$ cat config.mk
export PLATFORM = sky130hd
export DESIGN_NAME = psf_status_regs
export DESIGN_NICKNAME = d
export VERILOG_FILES = /design/src/core/psf_pkg.sv /design/src/core/psf_flag_bank.sv /design/src/core/psf_status_regs.sv
export SDC_FILE = /design/constraint.sdc
export NUM_CORES = 1
export LEC_CHECK = 0
export ABC_CLOCK_PERIOD_IN_PS = 1300
export BUFFER_PORTS_ARGS = -buffer_cell sky130_fd_sc_hd__buf_4
export CAP_MARGIN = 25
export CORE_AREA = 2 2 61 63
export CTS_BUF_LIST = sky130_fd_sc_hd__clkbuf_4
export DETAILED_ROUTE_END_ITERATION = 7
export DIE_AREA = 0 0 63 65
export HOLD_SLACK_MARGIN = 0.02
export PLACE_DENSITY = 0.75
export SYNTH_ARGS = -nofsm -noshare
export SYNTH_HDL_FRONTEND = slang
export SYNTH_SLANG_ARGS = --single-unit
$ cat constraint.sdc
create_clock -name clk -period 1.3 [get_ports clk]
set_clock_uncertainty 0.15 [all_clocks]
set_input_delay 0.065 -clock clk [delete_from_list [all_inputs] [get_ports clk]]
set_output_delay 0.065 -clock clk [all_outputs]
set_load 0.02 [all_outputs]
$ cat src/core/psf_pkg.sv
package psf_pkg;

	// ==========================================================
	// Register map
	localparam logic [7:0] PSF_ADDR_RAIL_VIEW = 8'h0a;
	localparam logic [7:0] PSF_ADDR_RAIL_CLEAR = 8'h0b;
	localparam logic [7:0] PSF_ADDR_TON_VIEW = 8'h24;
	localparam logic [7:0] PSF_ADDR_TON_CLEAR = 8'h25;

	// ==========================================================
	// Reset values
	localparam logic [7:0] PSF_RAIL_RST = 8'h10;
	localparam logic [7:0] PSF_TON_RST = 8'h00;
	localparam logic [7:0] PSF_UNMAPPED_DATA = 8'h00;

	// ==========================================================
	// Rail fault flag positions
	localparam int PSF_BIT_OVER_TEMP = 7;
	localparam int PSF_BIT_LOGIC_FAIL = 6;
	localparam int PSF_BIT_LOGIC_WARN = 5;
	localparam int PSF_BIT_PORT_RAIL = 4;
	localparam int PSF_BIT_PAIR_B_CUT = 3;
	localparam int PSF_BIT_PAIR_A_CUT = 2;
	localparam int PSF_BIT_SHUTDOWN = 1;
	localparam int PSF_BIT_UNUSED = 0;

	// ==========================================================
	// Turn-on failure fields
	localparam int PSF_NUM_PORTS = 4;
	localparam int PSF_CODE_W = 2;

	typedef enum logic [1:0] {
		PSF_TON_NONE = 2'b00,
		PSF_TON_BAD_DETECT = 2'b01,
		PSF_TON_CLASS_ERR = 2'b10,
		PSF_TON_NO_POWER = 2'b11
	} psf_ton_code_e;

	// ==========================================================
	// Comparator bundle from the analog monitors
	typedef struct packed {
		logic over_temp;
		logic logic_fail_below;
		logic logic_fail_above;
		logic logic_warn_below;
		logic logic_warn_above;
		logic port_rail_below;
		logic port_rail_above;
	} psf_rail_cmp_s;

	// Hysteresis states after reset: port rail counts as low until measured
	localparam logic [3:0] PSF_COND_RST = 4'h1;

	// Summary outputs toward the interrupt register
	typedef struct packed {
		logic rail_fault_summary;
		logic power_cut_summary;
		logic disconnect_summary;
		logic start_fault_summary;
	} psf_summary_s;

endpackage

$ cat src/core/psf_flag_bank.sv
`timescale 1ns/1ns
`default_nettype none

module psf_flag_bank
	import psf_pkg::*;
#(
	parameter int WIDTH = 8,
	parameter logic [WIDTH-1:0] RST_VAL = '0
) (
	input wire logic clk,
	input wire logic nrst,
	input wire logic clear,
	input wire logic [WIDTH-1:0] load_mask,
	input wire logic [WIDTH-1:0] load_val,
	output logic [WIDTH-1:0] flags
);

	// ==========================================================
	// Elaboration check
	if (WIDTH < 1) begin : g_bad_width
		$error("psf_flag_bank: WIDTH must be at least 1");
	end

	// ==========================================================
	// Next value
	logic [WIDTH-1:0] flags_r;
	logic [WIDTH-1:0] kept;
	logic [WIDTH-1:0] flags_nxt;

	// Loads land after the clear, so a same-cycle event survives
	assign kept = clear ? '0 : flags_r;
	assign flags_nxt = (kept & ~load_mask) | (load_val & load_mask);
	assign flags = flags_r;

	always_ff @(posedge clk or negedge nrst) begin
		if (!nrst) begin
			flags_r <= RST_VAL;
		end else begin
			flags_r <= flags_nxt;
		end
	end

endmodule

`default_nettype wire

$ cat src/core/psf_status_regs.sv
// Summary of operation
// - Rail flags at 0x0a view, 0x0b clearing
// - Bit 7 flags case over-temperature
// - Bit 6 logic rail fail, hysteresis
// - Bit 5 logic rail warning, hysteresis
// - Bit 4 port rail low, hysteresis
// - Bit 3 pair B power cut
// - Bit 2 pair A power cut
// - Bit 1 emergency shutdown occurred
// - Supply flags raise rail summary
// - Supply fault inhibits all port activity
// - Power cut flags raise power cut summary
// - Shutdown flag raises disconnect summary
// - Turn-on codes at 0x24 view, 0x25 clearing
// - Code: none, detect, class, power
// - Nonzero code raises start-fault summary
`timescale 1ns/1ns
`default_nettype none

module psf_status_regs
	import psf_pkg::*;
#(
	parameter int PORTS = PSF_NUM_PORTS
) (
	input wire logic clk,
	input wire logic nrst,
	input wire psf_rail_cmp_s rail_cmp,
	input wire logic pair_a_four_pair_power_cut,
	input wire logic pair_b_four_pair_power_cut,
	input wire logic emergency_shutdown,
	input wire logic [PORTS-1:0] turn_on_fail_stb,
	input wire logic [PORTS*PSF_CODE_W-1:0] turn_on_fail_code,
	input wire logic [7:0] reg_addr,
	input wire logic reg_rd,
	input wire logic reg_wr,
	output logic [7:0] reg_rdata,
	output logic reg_rvalid,
	output psf_summary_s summary,
	output logic ports_inhibit
);

	// ==========================================================
	// Elaboration check
	if (PORTS * PSF_CODE_W != 8) begin : g_bad_ports
		$error("psf_status_regs: PORTS fields must fill one 8-bit register");
	end

	// ==========================================================
	// Helpers
	function automatic logic hyst(input logic state, input logic below, input logic above);
		logic r;
		r = state;
		if (below) begin
			r = 1'b1;
		end else if (above) begin
			r = 1'b0;
		end
		return r;
	endfunction

	function automatic logic addr_is(input logic [7:0] a, input logic [7:0] ref_a);
		return a == ref_a;
	endfunction

	// ==========================================================
	// Comparator synchronisers
	psf_rail_cmp_s cmp_meta_r;
	psf_rail_cmp_s cmp_sync_r;

	// Analog comparators are asynchronous to clk
	always_ff @(posedge clk or negedge nrst) begin
		if (!nrst) begin
			cmp_meta_r <= '0;
			cmp_sync_r <= '0;
		end else begin
			cmp_meta_r <= rail_cmp;
			cmp_sync_r <= cmp_meta_r;
		end
	end

	// ==========================================================
	// Condition states, hysteresis on all but thermal
	// Bits: 3 thermal, 2 logic fail, 1 logic warn, 0 port rail
	logic [3:0] cond_r;
	logic [3:0] cond_nxt;

	assign cond_nxt[3] = cmp_sync_r.over_temp;
	assign cond_nxt[2] = hyst(cond_r[2], cmp_sync_r.logic_fail_below,
		cmp_sync_r.logic_fail_above);
	assign cond_nxt[1] = hyst(cond_r[1], cmp_sync_r.logic_warn_below,
		cmp_sync_r.logic_warn_above);
	assign cond_nxt[0] = hyst(cond_r[0], cmp_sync_r.port_rail_below,
		cmp_sync_r.port_rail_above);

	always_ff @(posedge clk or negedge nrst) begin
		if (!nrst) begin
			cond_r <= PSF_COND_RST;
		end else begin
			cond_r <= cond_nxt;
		end
	end

	// ==========================================================
	// Read decode
	logic rd_ok;
	logic hit_rail_view;
	logic hit_rail_clear;
	logic hit_ton_view;
	logic hit_ton_clear;
	logic clear_rail;
	logic clear_ton;

	assign rd_ok = reg_rd & ~reg_wr;
	assign hit_rail_view = rd_ok & addr_is(reg_addr, PSF_ADDR_RAIL_VIEW);
	assign hit_rail_clear = rd_ok & addr_is(reg_addr, PSF_ADDR_RAIL_CLEAR);
	assign hit_ton_view = rd_ok & addr_is(reg_addr, PSF_ADDR_TON_VIEW);
	assign hit_ton_clear = rd_ok & addr_is(reg_addr, PSF_ADDR_TON_CLEAR);
	assign clear_rail = hit_rail_clear;
	assign clear_ton = hit_ton_clear;

	// ==========================================================
	// Rail fault flags
	logic [7:0] rail_set;
	logic [7:0] rail_flags;

	// Level conditions re-assert every cycle, so a clear cannot hide them
	always_comb begin
		rail_set = '0;
		rail_set[PSF_BIT_OVER_TEMP] = cond_r[3];
		rail_set[PSF_BIT_LOGIC_FAIL] = cond_r[2];
		rail_set[PSF_BIT_LOGIC_WARN] = cond_r[1];
		rail_set[PSF_BIT_PORT_RAIL] = cond_r[0];
		rail_set[PSF_BIT_PAIR_B_CUT] = pair_b_four_pair_power_cut;
		rail_set[PSF_BIT_PAIR_A_CUT] = pair_a_four_pair_power_cut;
		rail_set[PSF_BIT_SHUTDOWN] = emergency_shutdown;
		rail_set[PSF_BIT_UNUSED] = 1'b0;
	end

	// Sets win over a clearing read
	psf_flag_bank #(
		.WIDTH(8),
		.RST_VAL(PSF_RAIL_RST)
	) u_rail_bank (
		.clk(clk),
		.nrst(nrst),
		.clear(clear_rail),
		.load_mask(rail_set),
		.load_val(rail_set),
		.flags(rail_flags)
	);

	// ==========================================================
	// Turn-on failure codes
	logic [7:0] ton_mask;
	logic [7:0] ton_val;
	logic [7:0] ton_flags;

	// Two-bit code per port, latest nonzero cause kept
	always_comb begin
		ton_mask = '0;
		ton_val = '0;
		for (int p = 0; p < PORTS; p++) begin
			if (turn_on_fail_stb[p] &&
				turn_on_fail_code[p*PSF_CODE_W +: PSF_CODE_W] != PSF_TON_NONE) begin
				ton_mask[p*PSF_CODE_W +: PSF_CODE_W] = 2'h3;
				ton_val[p*PSF_CODE_W +: PSF_CODE_W] =
					turn_on_fail_code[p*PSF_CODE_W +: PSF_CODE_W];
			end
		end
	end

	// Port 4 high field down to port 1 low
	psf_flag_bank #(
		.WIDTH(8),
		.RST_VAL(PSF_TON_RST)
	) u_ton_bank (
		.clk(clk),
		.nrst(nrst),
		.clear(clear_ton),
		.load_mask(ton_mask),
		.load_val(ton_val),
		.flags(ton_flags)
	);

	// ==========================================================
	// Read data
	logic [7:0] rdata_nxt;
	logic [7:0] rdata_r;
	logic rvalid_r;

	// Return contents from before the clear
	assign rdata_nxt = (hit_rail_view | hit_rail_clear) ? rail_flags :
		(hit_ton_view | hit_ton_clear) ? ton_flags : PSF_UNMAPPED_DATA;

	always_ff @(posedge clk or negedge nrst) begin
		if (!nrst) begin
			rdata_r <= PSF_UNMAPPED_DATA;
			rvalid_r <= 1'b0;
		end else begin
			rdata_r <= rdata_nxt;
			rvalid_r <= rd_ok;
		end
	end

	assign reg_rdata = rdata_r;
	assign reg_rvalid = rvalid_r;

	// ==========================================================
	// Summaries and port inhibit
	psf_summary_s summary_nxt;
	psf_summary_s summary_r;
	logic inhibit_r;
	logic inhibit_nxt;

	assign summary_nxt.rail_fault_summary = |rail_flags[PSF_BIT_OVER_TEMP:PSF_BIT_PORT_RAIL];
	assign summary_nxt.power_cut_summary = rail_flags[PSF_BIT_PAIR_B_CUT] |
		rail_flags[PSF_BIT_PAIR_A_CUT];
	assign summary_nxt.disconnect_summary = rail_flags[PSF_BIT_SHUTDOWN];
	assign summary_nxt.start_fault_summary = |ton_flags;
	// Follows the live condition, not the sticky flag
	assign inhibit_nxt = |cond_r;

	always_ff @(posedge clk or negedge nrst) begin
		if (!nrst) begin
			summary_r <= '0;
			inhibit_r <= 1'b1;
		end else begin
			summary_r <= summary_nxt;
			inhibit_r <= inhibit_nxt;
		end
	end

	assign summary = summary_r;
	assign ports_inhibit = inhibit_r;

endmodule

`default_nettype wire

==> flow_summary.yaml <==
synth:
  yosys-top-cells-count: "44 x dfrtp_1, 19 x nand2_1, 10 x a21o_1"
  synth_xor_area_share_pct: 0
  yosysSeqAreaShare_pct: 71.9
  yosys_warnings: 0
  synthDominantCellAreaShare_pct: 67.1
  synth.distinct_cells: 19
  synthMuxAreaShare_pct: 0
  synth_area_leaders: "dfrtp_1 67%, dfstp_2 4.8%, a21o_1 4.6%, nand2_1 4.3%, o21ai_2 4.3%"
  syn_avg_cell_area_um2: 14.2
  synth-adder-area-share_pct: 0
  yosys.area_share.simple_pct: 13.2
  synth_edf_count: 0
  synth_top_family_by_area: "simple AND/OR/NAND/NOR gates"
  netlist_area_um2: 1640
  synthCells: 116
  async_reset_ff_share_pct: 100
  syn_nets: 150
  ys_seq_elements: 47
  synth-main-ff-cell: "dfrtp_1"
  synth_largest_area_cell: "dfrtp_1"
  synth.most_common_cell: "dfrtp_1"
  synth-compound-area-share_pct: 12.0
place:
  pre_cts_ws_ns: 0.112
  portBuffers: 47
  gp_congestion: 0.867
  dp_cells: 210
  dp_hpwl_um: 2270
cts:
  cts_tree: "built"
  cts_root_buffer: "clkbuf_4"
  worstSkewPairLatency_ns: 0.35
  cts_buffers: 5
  ctsHoldBuffers: 26
  cts_max_level: 2
  cts-resized-gates: 0
  clock_path_buffers: 2
  clock_sinks: 47
  path_clk_slew_ns: 0.12
floorplanning:
  dieArea_um2: 4100
  die_w_um: 63
  start_util_pct: 47.0
  die_height_um: 65
  io_pins: 48
  rows: 22
  core_um2: 3500
global_route:
  grtUsageMet3_pct: 3.99
  grt_pass1_vias: 1251
  grt_pass1_wl_um: 5460
  grt_max_degree: 48
  grtUsageTotal_pct: 17.6
  grt.busiest_layer: "met2"
  gr-usage-met2_pct: 31.6
  antenna_found_initial: 0
  use_met1_pct: 19.6
  grt_overflow: 0
timing:
  hold_violations: 12
  rsz0062_at_grt: "false"
  fin_crit_sh_pct: 95.4
  setup_slack_ns: 0.0599
  finalCriticalPeriod_ns: 1.24
  max_freq_ghz: 0.806
  maxSlewViolCount: 0
  max-slew-margin-rel_pct: 63.4
  setup-violations-final: 0
  setup_tns_ns: 0
  holdWs_ns: -0.0591
  worstMarginPinSlew_ns: 0.549
drt:
  wl_per_cell_um: 13.2
  firstDrtPassIters: 4
  ant_nets: 0
  drc: 0
  drt-initial-drc-count: 21
  vias_per_cell: 4.73
  num_vias: 1149
  routed_wl_um: 3220
run:
  drv_cap: 0
power_and_ir_drop:
  power_leakage_nw: 1.06
  peakVddDrop_mv: 0.800
  p_total_w: 0.00247
  power_density_nw_per_um2: 1060
critical_path:
  critical_path_required_ns: 1.40
  critPathKind: "primary input to flip-flop"
  worstPathArrival_ns: 1.34
  crit_path_end_kind: "flip-flop"
  crit_path_max_fanout: 8
  cp-start-kind: "primary input"
layout:
  fill_cells: 277
  final_layout_size_suffix_gt1_share_pct: 35.9
  final_cell_count_no_fill: 243
  area_growth_pct: 42.5
  num_antenna_cells: 0
  fin_util_pct: 66.9
  nets: 228
worst_hold_path:
  min_path_type: "primary input to flip-flop"
outcome:
  violations: "hold timing"
  status: "finished, violations left"
path summary, 6_finish.rpt:
check | cells after the start | slack [ns] | from | to
setup / recovery | 5 | 0.06 | reg_rd | u_ton_bank.flags[7]$_DFF_PN0_
hold / removal | 2 | -0.06 | reg_wr | reg_rvalid$_DFF_PN0_
setup reg to reg | 1 | 0.12 | u_rail_bank.flags[6]$_DFF_PN0_ | summary[3]$_DFF_PN0_
hold reg to reg | 0 | 0.21 | cmp_meta_r[3]$_DFF_PN0_ | cmp_sync_r[3]$_DFF_PN0_
max in group asynchronous | 2 | 0.54 | nrst | u_rail_bank.flags[3]$_DFF_PN0_
min in group asynchronous | 2 | 0.09 | nrst | cmp_sync_r[4]$_DFF_PN0_
layout make-up:
| type | count | area [µm²] | share of cell area [%] |
|---|---|---|---|
| clock inverters | 2 | 8.76 | 0.374 |
| inverters | 3 | 11.3 | 0.481 |
| repair buffers | 74 | 621 | 26.5 |
| clock buffers | 6 | 45.0 | 1.93 |
| well taps | 48 | 60.1 | 2.57 |
| multi-input cells | 63 | 414 | 17.7 |
| flip-flops and latches | 47 | 1180 | 50.4 |
placed cells by master, fill, tap and decap left out:
cell,count
buf_4,48
dfrtp_1,44
dlygate4sd3_1,26
nand2_1,19
a21o_1,10
nor2_1,8
o21ai_2,8
a22oi_1,7
clkbuf_4,6
inv_1,3
dfstp_2,3
and4bb_1,2
or4_1,2
nor4_1,2
and2b_1,1
nor3_4,1
and4_4,1
nand4_4,1
or2_2,1
clkinv_2,1
clkinv_1,1
report_power, final:
group / internal, W / total (W) / leakage [nW] / switching, W
Combinational: 0.000159 / 0.000267 / 0.501 / 0.000107
Clock: 0.000225 / 0.000637 / 0.0331 / 0.000412
Sequential: 0.00152 / 0.00157 / 0.531 / 0.0000455
through the flow:
step / hold slack (ns) / area, µm²
3_3_place_gp: -0.0695 / 2030
5_1_grt: -0.0639 / 2340
4_1_cts: -0.0702 / 2350
6_report: -0.0591 / 2340
2_1_floorplan: -0.381 / 1640
3_5_place_dp: -0.0571 / 2030
worst max-delay path: stages:
cell and delay [ns]:
dlygate4sd3_1 0.53, buf_4 0.09, and2b_1 0.23, and4_4 0.36
o21ai_2 0.07
sequential cells by signal (all words and copies together) (netlist names):
register           flops
u_rail_bank.flags      7
summary                4
cmp_sync_r             7
reg_rvalid             1
u_ton_bank.flags       8
cmp_meta_r             7
ports_inhibit          1
reg_rdata              8
cond_r                 4
kinds of logic (layout without fill, tap and decap cells):
logic type / Yosys count / count (layout)
buffers and inverters: 6 / 85
DFF: 47 / 47
AOI/OAI and AO/OA: 25 / 25
and+or+nand+nor: 38 / 38
routing by layer:
metal  vias to the layer above  part of all wire, %
li1                        550                    -
met1                       554                   39
met2                        36                   54
met3                         9                  3.5
met4                         0                  3.0
met5                         -                    0
what timing repair did:
item                                    CTS  global route
endpoints found under the setup margin    0             7
hold endpoints to repair                 78            10
setup buffers                             0             0
No activity file was read; power rests on OpenSTA's default activity.
